==> config.mk <==
export PLATFORM = sky130hd
export DESIGN_NAME = bei_core
export DESIGN_NICKNAME = d
export VERILOG_FILES = /design/src/bei_core.v
export VERILOG_INCLUDE_DIRS = /design/src
export SDC_FILE = /design/constraint.sdc
export NUM_CORES = 1
export LEC_CHECK = 0
export BUFFER_PORTS_ARGS = -buffer_cell sky130_fd_sc_hd__buf_4
export CAP_MARGIN = 5
export CORE_UTILIZATION = 40
export CTS_BUF_LIST = sky130_fd_sc_hd__clkbuf_4 sky130_fd_sc_hd__clkbuf_8 sky130_fd_sc_hd__clkbuf_16
export DETAILED_ROUTE_END_ITERATION = 6
export PLACE_DENSITY = 0.56
export SLEW_MARGIN = 30
export SYNTH_ARGS = -nofsm -noshare
export SYNTH_HDL_FRONTEND = slang
export SYNTH_SLANG_ARGS = --single-unit
==> constraint.sdc <==
create_clock -name core_clk -period 10.7 [get_ports core_clk]
set_input_delay 0 -clock core_clk [delete_from_list [all_inputs] [get_ports core_clk]]
set_output_delay 0 -clock core_clk [all_outputs]
set_load 0.05 [all_outputs]
==> src/bei_regs.vh <==
`ifndef BEI_REGS_VH
`define BEI_REGS_VH

// ==========================================================
// timing source selection
`define BEI_SRC_INTERNAL   2'h0
`define BEI_SRC_EXT_TRIG   2'h1
`define BEI_SRC_EXT_GATE   2'h2

// ==========================================================
// insertion method and route mode
`define BEI_METH_REPEAT    1'h0
`define BEI_METH_SINGLE    1'h1
`define BEI_ROUTE_FIXED    1'h0
`define BEI_ROUTE_SCAN     1'h1

// ==========================================================
// mixed pattern segment codes
`define BEI_SEG_DATA       1'h0
`define BEI_SEG_PRBS       1'h1

// ==========================================================
// rate limits
`define BEI_MANT_MIN       4'h1
`define BEI_MANT_MAX       4'h9
`define BEI_MANT_MAX_E3    4'h5
`define BEI_EXP_MIN        4'h3
`define BEI_EXP_MAX        4'hC

// ==========================================================
// route limits, numbers are 1-based
`define BEI_ROUTE_MIN      6'h01
`define BEI_ROUTE_MAX      6'h20

// ==========================================================
// reset values
`define BEI_RST_ACC        41'h0
`define BEI_RST_SCAN       5'h00
`define BEI_RST_PEND       3'h0
`define BEI_RST_DATA       32'h0

`endif

==> src/bei_core.v <==
`timescale 1ns/10ps
`default_nettype none
`include "bei_regs.vh"

// Overview of operation
// - master enable gates every insertion path
// - source choice only with aux injection role
// - internal source uses own rate generator
// - external trigger inserts on aux edge
// - gated source suppresses while aux low
// - repeat/single only for internal or gated
// - repeat inserts continuously at set rate
// - single command inserts one per channel
// - stream is 32 routes, route places error
// - scan mode rotates route per error
// - fixed mode uses configured route 1..32
// - route kept when off, ignored in scan
// - rate mantissa 1..9, exponent 3..12
// - exponent 3 limits mantissa to 5
// - rate kept when off, ignored otherwise
// - mixed pattern confines insertion to region
module bei_core #(
  parameter ROUTES = 32,
  parameter BLK_W  = 9
) (
  // clock and reset
  input  wire              core_clk,
  input  wire              rst_n,
  // control
  input  wire              err_enable,
  input  wire              aux_role_inj,
  input  wire [1:0]        src_sel,
  input  wire              method_sel,
  input  wire              single_cmd,
  input  wire [2:0]        comb_chans,
  input  wire              route_mode,
  input  wire [5:0]        route_num,
  input  wire [3:0]        rate_mant,
  input  wire [3:0]        rate_exp,
  input  wire              trig_falling,
  // mixed pattern region
  input  wire              mixed_en,
  input  wire              seg_sel,
  input  wire [BLK_W-1:0]  blk_sel,
  // auxiliary pin
  input  wire              aux_in,
  // pattern stream in
  input  wire              in_valid,
  input  wire [ROUTES-1:0] in_data,
  input  wire              in_seg,
  input  wire [BLK_W-1:0]  in_blk,
  // pattern stream out
  output reg               out_valid,
  output reg  [ROUTES-1:0] out_data,
  output reg               err_flag,
  output reg  [4:0]        err_route,
  output wire              single_busy
);

  // ==========================================================
  // power-of-ten threshold lookup
  function [40:0] pow10;
    input [3:0] n;
    begin
      case (n)
        4'h3:    pow10 = 41'h00000003E8;
        4'h4:    pow10 = 41'h0000002710;
        4'h5:    pow10 = 41'h00000186A0;
        4'h6:    pow10 = 41'h00000F4240;
        4'h7:    pow10 = 41'h0000989680;
        4'h8:    pow10 = 41'h0005F5E100;
        4'h9:    pow10 = 41'h003B9ACA00;
        4'hA:    pow10 = 41'h02540BE400;
        4'hB:    pow10 = 41'h174876E800;
        default: pow10 = 41'hE8D4A51000;
      endcase
    end
  endfunction

  // ==========================================================
  // auxiliary input synchroniser
  reg aux_s1_r;
  reg aux_s2_r;
  reg aux_s3_r;

  always @(posedge core_clk or negedge rst_n)
  begin
    if (!rst_n)
    begin
      aux_s1_r <= 1'b0;
      aux_s2_r <= 1'b0;
      aux_s3_r <= 1'b0;
    end
    else
    begin
      aux_s1_r <= aux_in;
      aux_s2_r <= aux_s1_r;
      aux_s3_r <= aux_s2_r;
    end
  end

  wire aux_lvl  = aux_s2_r;
  wire aux_rise = aux_s2_r & ~aux_s3_r;
  wire aux_fall = ~aux_s2_r & aux_s3_r;
  wire aux_edge = trig_falling ? aux_fall : aux_rise;

  // ==========================================================
  // effective mode decode
  // without the injection role the source setting is ignored
  wire [1:0] src_eff = aux_role_inj ? src_sel : `BEI_SRC_INTERNAL;
  wire is_trig = (src_eff == `BEI_SRC_EXT_TRIG);
  wire is_gate = (src_eff == `BEI_SRC_EXT_GATE);
  // method only matters for internal or gated timing
  wire is_single = ~is_trig & (method_sel == `BEI_METH_SINGLE);
  wire is_repeat = ~is_trig & (method_sel == `BEI_METH_REPEAT);
  wire gate_ok   = ~is_gate | aux_lvl;

  // ==========================================================
  // rate clamping
  reg [3:0] exp_eff;
  reg [3:0] mant_eff;

  always @*
  begin
    exp_eff = rate_exp;
    if (rate_exp < `BEI_EXP_MIN)
      exp_eff = `BEI_EXP_MIN;
    else if (rate_exp > `BEI_EXP_MAX)
      exp_eff = `BEI_EXP_MAX;
    mant_eff = rate_mant;
    if (rate_mant < `BEI_MANT_MIN)
      mant_eff = `BEI_MANT_MIN;
    else if (rate_mant > `BEI_MANT_MAX)
      mant_eff = `BEI_MANT_MAX;
    if ((exp_eff == `BEI_EXP_MIN) && (mant_eff > `BEI_MANT_MAX_E3))
      mant_eff = `BEI_MANT_MAX_E3;
  end

  // ==========================================================
  // internal rate generator
  // each word carries ROUTES bits, so the accumulator gains
  // ROUTES times the mantissa per word; at the top rate this
  // still gives below one error per word
  reg  [40:0] acc_r;
  reg  [40:0] acc_nxt;
  reg         gen_fire;
  // route count widened to the accumulator width
  localparam [40:0] ROUTES_W = ROUTES;
  wire [40:0] thr  = pow10(exp_eff);
  wire [40:0] incr = {37'h0, mant_eff} * ROUTES_W;
  wire [40:0] acc_sum = acc_r + incr;
  wire        gen_run = err_enable & is_repeat;

  always @*
  begin
    acc_nxt  = acc_r;
    gen_fire = 1'b0;
    if (!gen_run)
      acc_nxt = `BEI_RST_ACC;
    else if (in_valid)
    begin
      if (acc_sum >= thr)
      begin
        gen_fire = 1'b1;
        acc_nxt  = acc_sum - thr;
      end
      else
        acc_nxt = acc_sum;
    end
  end

  always @(posedge core_clk or negedge rst_n)
  begin
    if (!rst_n)
      acc_r <= `BEI_RST_ACC;
    else
      acc_r <= acc_nxt;
  end

  // ==========================================================
  // mixed pattern region qualifier
  wire in_region = ~mixed_en | ((in_seg == seg_sel) && (in_blk == blk_sel));
  wire slot_ok   = in_valid & in_region & gate_ok;

  // ==========================================================
  // pending single and trigger requests
  // single waits for an eligible word instead of being dropped,
  // so a command issued while gated low still yields its error
  reg  [2:0] pend_r;
  reg  [2:0] pend_nxt;
  reg        trig_pend_r;
  reg        trig_pend_nxt;
  reg        fire;
  wire [2:0] chans = (comb_chans == 3'h0) ? 3'h1 : comb_chans;

  always @*
  begin
    pend_nxt      = pend_r;
    trig_pend_nxt = trig_pend_r;
    fire          = 1'b0;
    if (!err_enable)
    begin
      pend_nxt      = `BEI_RST_PEND;
      trig_pend_nxt = 1'b0;
    end
    else if (is_trig)
    begin
      pend_nxt = `BEI_RST_PEND;
      if (trig_pend_r && slot_ok)
      begin
        fire          = 1'b1;
        trig_pend_nxt = 1'b0;
      end
      // an edge in the consuming cycle is kept, not lost
      if (aux_edge)
        trig_pend_nxt = 1'b1;
    end
    else if (is_single)
    begin
      trig_pend_nxt = 1'b0;
      if ((pend_r != 3'h0) && slot_ok)
      begin
        fire     = 1'b1;
        pend_nxt = pend_r - 3'h1;
      end
      // a new command while busy is ignored
      if (single_cmd && (pend_r == 3'h0))
        pend_nxt = chans;
    end
    else
    begin
      pend_nxt      = `BEI_RST_PEND;
      trig_pend_nxt = 1'b0;
      fire          = gen_fire & in_region & gate_ok;
    end
  end

  always @(posedge core_clk or negedge rst_n)
  begin
    if (!rst_n)
    begin
      pend_r      <= `BEI_RST_PEND;
      trig_pend_r <= 1'b0;
    end
    else
    begin
      pend_r      <= pend_nxt;
      trig_pend_r <= trig_pend_nxt;
    end
  end

  assign single_busy = (pend_r != 3'h0);

  // ==========================================================
  // route selection
  reg  [4:0] scan_r;
  reg  [4:0] fix_idx;
  wire [4:0] route_idx = (route_mode == `BEI_ROUTE_SCAN) ? scan_r : fix_idx;

  always @*
  begin
    // out-of-range numbers clamp into 1..32, stored value untouched
    if (route_num < `BEI_ROUTE_MIN)
      fix_idx = 5'h00;
    else if (route_num > `BEI_ROUTE_MAX)
      fix_idx = 5'h1F;
    else
      fix_idx = route_num[4:0] - 5'h01;
  end

  always @(posedge core_clk or negedge rst_n)
  begin
    if (!rst_n)
      scan_r <= `BEI_RST_SCAN;
    else if (fire && (route_mode == `BEI_ROUTE_SCAN))
      scan_r <= scan_r + 5'h01;
  end

  // ==========================================================
  // output word with single-bit inversion
  wire [ROUTES-1:0] flip_mask = {{(ROUTES-1){1'b0}}, 1'b1} << route_idx;

  always @(posedge core_clk or negedge rst_n)
  begin
    if (!rst_n)
    begin
      out_valid <= 1'b0;
      out_data  <= `BEI_RST_DATA;
      err_flag  <= 1'b0;
      err_route <= 5'h00;
    end
    else
    begin
      out_valid <= in_valid;
      err_flag  <= fire;
      if (in_valid)
        out_data <= fire ? (in_data ^ flip_mask) : in_data;
      if (fire)
        err_route <= route_idx;
    end
  end

endmodule // bei_core

`default_nettype wire

==> results of run 1 <==
[stage by stage]
stage / power (mW) / hold WS, ns / instances / util, % / setup slack, ns
after floorplan: 0.632 / -0.296 / 1021 / - / 4.81
after global placement: 0.752 / -0.0701 / 1356 / 46.3 / 3.52
after detailed placement: 0.750 / -0.0655 / 1357 / 46.4 / 3.56
after CTS: 1.10 / 0.00856 / 1413 / 50.0 / 3.91
after global routing: 1.16 / 0.0288 / 1413 / 50.1 / 3.26
final: 1.09 / 0.0152 / 1413 / 50.1 / 3.85
[power breakdown]
group	switching [mW]	internal [mW]	total (mW)
Clock	0.146	0.188	0.334
Combinational	0.242	0.139	0.381
Sequential	0.0182	0.361	0.379
[layout make-up]
class                           instances  area share, %
Inverter                               27           1.03
Tap cell                              265           3.37
Clock buffer                           10           2.43
Clock inverter                          6          0.687
Sequential cell                        89           22.6
Multi-Input combinational cell        848           55.9
Timing Repair Buffer                  168           14.0
[registers in the layout, summed over array words and instances (netlist names)]
register	count
err_route	5
aux_lvl	1
err_flag	1
scan_r	5
acc_r	38
aux_s3_r	1
trig_pend_r	1
aux_s1_r	1
out_valid	1
pend_r	3
out_data	32
[logic make-up (layout without fill, tap and decap cells)]
| family | count (synthesis) | after routing |
|---|---|---|
| AO/OA/AOI/OAI | 286 | 286 |
| XOR/XNOR | 112 | 112 |
| adder cells (fa/ha/maj) | 55 | 55 |
| buffers and inverters | 84 | 211 |
| flip-flops | 89 | 89 |
| multiplexers | 9 | 9 |
| AND/OR/NAND/NOR | 386 | 386 |
[metal layers]
layer | up-vias | global-route usage (%) | routed length (µm)
li1 | 3936 | - | -
met1 | 3552 | 34.7 | 12000
met2 | 207 | 37.0 | 10400
met3 | 17 | 4.57 | 1390
met4 | 0 | 5.60 | 276
met5 | - | 0 | 0
[synthesized netlist by cell type, drive strengths merged, types with 19 or more instances]
cell type and instances:
nor2 121, a21oi 114, nand2 90, dfrtp 89, xor2 68, o21ai 55, ha 53, nand4 45
xnor2 44, clkbuf 35, nand3 28, inv 27, a211oi 22, buf 22, nand2b 20, a21o 19
and3 19
[path summary, 6_finish.rpt]
kind	end	slack, ns	cells past startpoint
worst min-delay path	out_valid$_DFF_PN0_	0.02	1
min in group asynchronous	acc_r[33]$_DFFE_PN0P_	0.10	2
max in group asynchronous	acc_r[16]$_DFFE_PN0P_	9.66	3
worst min register to register	aux_lvl$_DFF_PN0_	0.35	0
worst max register to register	acc_r[38]$_DFFE_PN0P_	4.86	22
worst max-delay path	acc_r[38]$_DFFE_PN0P_	3.85	30
==> summary.txt, run 1 <==
Status
  – Status: finished clean

Synthesis
  – Mapped Area: 8090 µm²
  – Yosys reg bits: 89
  – Synth area leaders: dfrtp_1, ha_1, xor2_1
  – Compound-Gate Fraction of Synth Area: 22.1%
  – Ys flop type: dfrtp_1
  – Ys async rst share: 100%
  – Synthesized-area fraction occupied by adder cells: 8.70%
  – Mean area per synthesized cell: 7.92 µm²
  – Yosys warns: 0
  – Simple-gate share of the synthesized area: 23.8%
  – Syn Inst Count: 1021
  – Number of synthesized flops with an enable pin: 0
  – Yosys top cell by area: dfrtp_1
  – Netlist cell types: 72
  – Mux contribution to synthesized area: 1.18%
  – Syn nets: 1158
  – Xor and xnor area share after synthesis: 12.1%
  – Top cell type's share of synthesized area: 27.5%
  – Seq/Total Area, Yosys: 27.5%
  – Main combinational cell family by area after synthesis: simple AND/OR/NAND/NOR gates

Floorplan
  – Die W: 144 µm
  – Initial core utilization: 41.1%
  – # rows: 51
  – IO Pins: 122
  – Area of the die: 20800 µm²
  – Die Span Y: 144 µm
  – Core area: 19700 µm²

Timing
  – Final period utilization: 64.0%
  – Slew Viols, Final: 0
  – Least-Margin Pin Slew: 0.861 ns
  – Worst slew margin: 42.0%
  – Period minus WS final: 6.85 ns
  – Max Freq: 0.146 GHz
  – Final hold violation count: 0
  – Sum Neg Setup Slack: 0 ns
  – Final clock skew: 0.00998 ns
  – Number of setup violations in the final report: 0
  – RSZ-0062 raised after global routing: no

Setup path
  – Reg2reg start: acc_r[5]$_DFFE_PN0P_
  – Critical Path Source: rate_exp[2]
  – Critical path peak fanout: 59
  – CP top delay family: simple AND/OR/NAND/NOR gates
  – CP max stage cell: buf_4
  – CP Class: primary input to register
  – CP endpoint kind: register
  – Slowest stage delay, CP: 0.54 ns
  – Worst EP arrival: 7.07 ns
  – Required time of the critical path: 10.92 ns
  – Crit path buf inv count: 3
  – Critical Path Start Type: primary input

Pwr
  – VDD IR max: 0.0776 mV
  – PD cells: 111 nW/µm²
  – Leakage power: 4.38 nW

Detailed routing
  – Final WL: 24100 µm
  – Initial DRC Count: 483
  – DRC: 0
  – DRT Pass-1 Iters: 5
  – Vias per cell: 5.46
  – Via count: 7712
  – Avg WL per Cell: 17.0 µm
  – Routed Antenna Nets: 0

GRT
  – Vias in the first global route: 7290
  – Initial antenna violation count: 0
  – GR Util All Layers: 24.1%
  – GRT Residual Overflow: 0
  – Largest net degree at the start of global routing: 70
  – Global-route wire length before repair: 38800 µm

Clock tree
  – CTS tree: built
  – Hold buffer count at cts: 40
  – Clk buf depth: 2
  – Clk sinks: 89
  – Clk root buf: clkbuf_16
  – CTS Buf Count: 9
  – H-tree levels: 3
  – Postcts setup bufs: 0
  – Worst-path clk slew: 0.07 ns
  – Clk Latency, worst-skew pair: 0.35 ns
  – Cts repair resizes: 0

Cells and area
  – Multi-input gate area: 5500 µm²
  – Diode count: 0
  – Commonest cells after routing, fill and taps aside: buf_4, nor2_1, a21oi_1
  – Commonest non-fill, non-tap cell in the layout: buf_4
  – Final Cell Area: 9840 µm²
  – Filler cell count: 1994
  – Register area: 2230 µm²
  – Synth-to-Final Area Change: 21.7%
  – Layout cell share with drive strength beyond 1: 14.4%
  – Nets@finish: 1280

Hold path
  – Worst min-delay path class: primary input to register
  – Hold path startpoint: in_valid

Placement
  – Area post-placement: 9120 µm²
  – RD Place Congestion: 0.883
  – I/O Buffers: 121
  – Post-detail-place hpwl: 18100 µm

Job
  – Max-Cap Viols: 0
Power figures use the tool's default switching activity.
==> run 2: changes to the inputs <==
Settings changed: ABC_AREA set to 1, PLACE_DENSITY 0.56 to 0.58.
Clock period 10.7 ns to 5.7 ns, I/O delays scaled along.
==> summary.txt, run 2 <==
Timing
  – Sum Neg Setup Slack: 0 ns
  – Least-Margin Pin Slew: 0.796 ns
  – Final clock skew: 0.00817 ns
  – Period minus WS final: 5.11 ns
  – Slew Viols, Final: 0
  – Number of setup violations in the final report: 0
  – Post-route setup slack: 0.588 ns
  – Hold Worst Slack: 0.0750 ns
  – Final period utilization: 89.7%
  – Max Freq: 0.196 GHz
  – Final hold violation count: 0
  – Worst slew margin: 46.9%
  – RSZ-0062 raised after global routing: no

Synthesis
  – Ys flop type: dfrtp_1
  – Ys async rst share: 100%
  – Mean area per synthesized cell: 6.20 µm²
  – Most common cell in the netlist: nand2_1
  – Top cell type's share of synthesized area: 24.1%
  – Synth area leaders: dfrtp_1, nand2_1, inv_1
  – Yosys warns: 0
  – Syn nets: 1628
  – Synth top cells by count: nand2_1, inv_1, nand3_1
  – Yosys reg bits: 89
  – Number of synthesized flops with an enable pin: 0
  – Seq/Total Area, Yosys: 24.1%
  – Yosys top cell by area: dfrtp_1
  – Mapped Area: 9250 µm²
  – Syn Inst Count: 1491
  – Netlist cell types: 46

Setup path
  – Required time of the critical path: 5.90 ns
  – CP endpoint kind: register
  – Critical Path Start Type: primary input
  – Critical path peak fanout: 8
  – Cell mode on critical path: nand2_1
  – CP max stage cell: ha_1
  – Slowest stage delay, CP: 0.40 ns
  – CP Class: primary input to register
  – Worst EP arrival: 5.31 ns

Detailed routing
  – Via count: 9961
  – DRC: 0
  – Final WL: 31100 µm
  – DRT Pass-1 Iters: 5
  – Vias per cell: 5.16
  – Initial DRC Count: 657
  – Avg WL per Cell: 16.1 µm
  – Routed Antenna Nets: 0

GRT
  – GR Util All Layers: 26.4%
  – Initial antenna violation count: 0
  – Largest net degree at the start of global routing: 61
  – GRT Residual Overflow: 0
  – Global-route wire length before repair: 49300 µm
  – Vias in the first global route: 9548

Hold path
  – Worst min-delay path class: primary input to register

Floorplan
  – Area of the die: 23700 µm²
  – Initial core utilization: 40.8%
  – Die Span Y: 154 µm
  – # rows: 55
  – Core area: 22600 µm²
  – Die W: 154 µm
  – IO Pins: 122

Placement
  – Post-detail-place hpwl: 24700 µm
  – RD Place Congestion: 1.01
  – Dpl ws: 0.0980 ns
  – Placed insts: 1874
  – I/O Buffers: 121

Cells and area
  – Synth-to-Final Area Change: 20.7%
  – Commonest non-fill, non-tap cell in the layout: nand2_1
  – Diode count: 0
  – Number of flip-flops in the largest register: 38
  – Biggest regs: acc_r: 38 flops, out_data: 32 flops
  – Layout cell share with drive strength beyond 1: 11.9%
  – Nets@finish: 1777
  – Commonest cells after routing, fill and taps aside: nand2_1, inv_1, buf_4
  – Post-route insts no fill: 1929
  – Largest register by flop count: acc_r

Job
  – Max-Cap Viols: 0

Clock tree
  – Clk Latency, worst-skew pair: 0.35 ns
  – Clk buf depth: 2
  – CTS tree: built
  – CTS Buf Count: 9
  – Worst-path clk slew: 0.06 ns
  – Clk root buf: clkbuf_16
  – H-tree levels: 3
  – Clk sinks: 89

Pwr
  – VDD IR max: 0.185 mV
  – Overall power: 2.20 mW
  – Leakage power: 5.84 nW
  – PD cells: 197 nW/µm²

Status
  – Status: finished clean
run 2: cell count changes in the layout (fill, tap and decap cells not counted), sizes merged, moves of 12 or more:
cell	previous run	this run
o21ai	55	89
nand4	45	20
a211oi	22	2
a21oi	114	74
xor2	68	56
a21o	19	3
nand2b	20	0
nand2	90	497
and3	19	0
xnor2	44	28
nand3	28	129
inv	27	190
nor2	121	139
run 2: cells by family after synthesis:
group,synth area share [%]
buffers and inverters,10.1
AO/OA/AOI/OAI,12.7
flip-flops,24.1
AND/OR/NAND/NOR,37.5
XOR/XNOR,7.96
adder cells (fa/ha/maj),7.61
run 2: repair_timing:
item,in CTS,in global routing
hold buffers,38,0
hold endpoints to repair,65,0
buffers inserted,0,1
endpoints found under the setup margin,0,77
gates resized for setup,0,8
run 2: path summary, 6_finish.rpt:
check / startpoint / endpoint / slack, ns / cells after the start
max in group asynchronous: rst_n / acc_r[17]$_DFFE_PN0P_ / 4.42 / 3
hold reg to reg: aux_s1_r$_DFF_PN0_ / aux_lvl$_DFF_PN0_ / 0.35 / 0
hold / removal: method_sel / pend_r[2]$_DFFE_PN0P_ / 0.07 / 5
min in group asynchronous: rst_n / scan_r[4]$_DFFE_PN0P_ / 0.13 / 2
setup / recovery: rate_exp[2] / acc_r[39]$_DFFE_PN0P_ / 0.59 / 33
setup reg to reg: acc_r[5]$_DFFE_PN0P_ / scan_r[1]$_DFFE_PN0P_ / 1.17 / 32
run 2: layer usage:
layer	vias to the layer above	GRT usage, %	part of all wire, %
li1	5099	-	-
met1	4567	35.9	47
met2	262	43.0	45
met3	33	4.96	6.0
met4	0	5.86	1.8
met5	-	0	0
run 2: area by class of cell:
type                       count  area, µm²
inverter                     193        726
multi-input combinational   1171       6110
clock buffer                  13        268
tap                          285        357
timing repair buffer         176       1440
clock inverter                 2       37.5
sequential                    89       2230
fill                        2372      11500
run 2: power breakdown:
group | switching, mW | total [mW] | internal [mW]
Sequential | 0.0409 | 0.728 | 0.687
Combinational | 0.574 | 0.845 | 0.272
Clock | 0.255 | 0.626 | 0.372
run 2: critical path, delay by kind of cell:
family          cells  cell delay (ns)
simple gates       20             2.78
fa+ha+maj           3             1.03
buf+inv             6             0.58
xor+xnor            2             0.47
compound gates      2             0.44
run 2: stage by stage:
step                      utilization [%]  area (µm²)
after floorplan                         -        9250
after global placement               46.0       10400
after detailed placement             46.0       10400
after CTS                            49.0       11100
after global routing                 49.3       11200
final                                49.3       11200
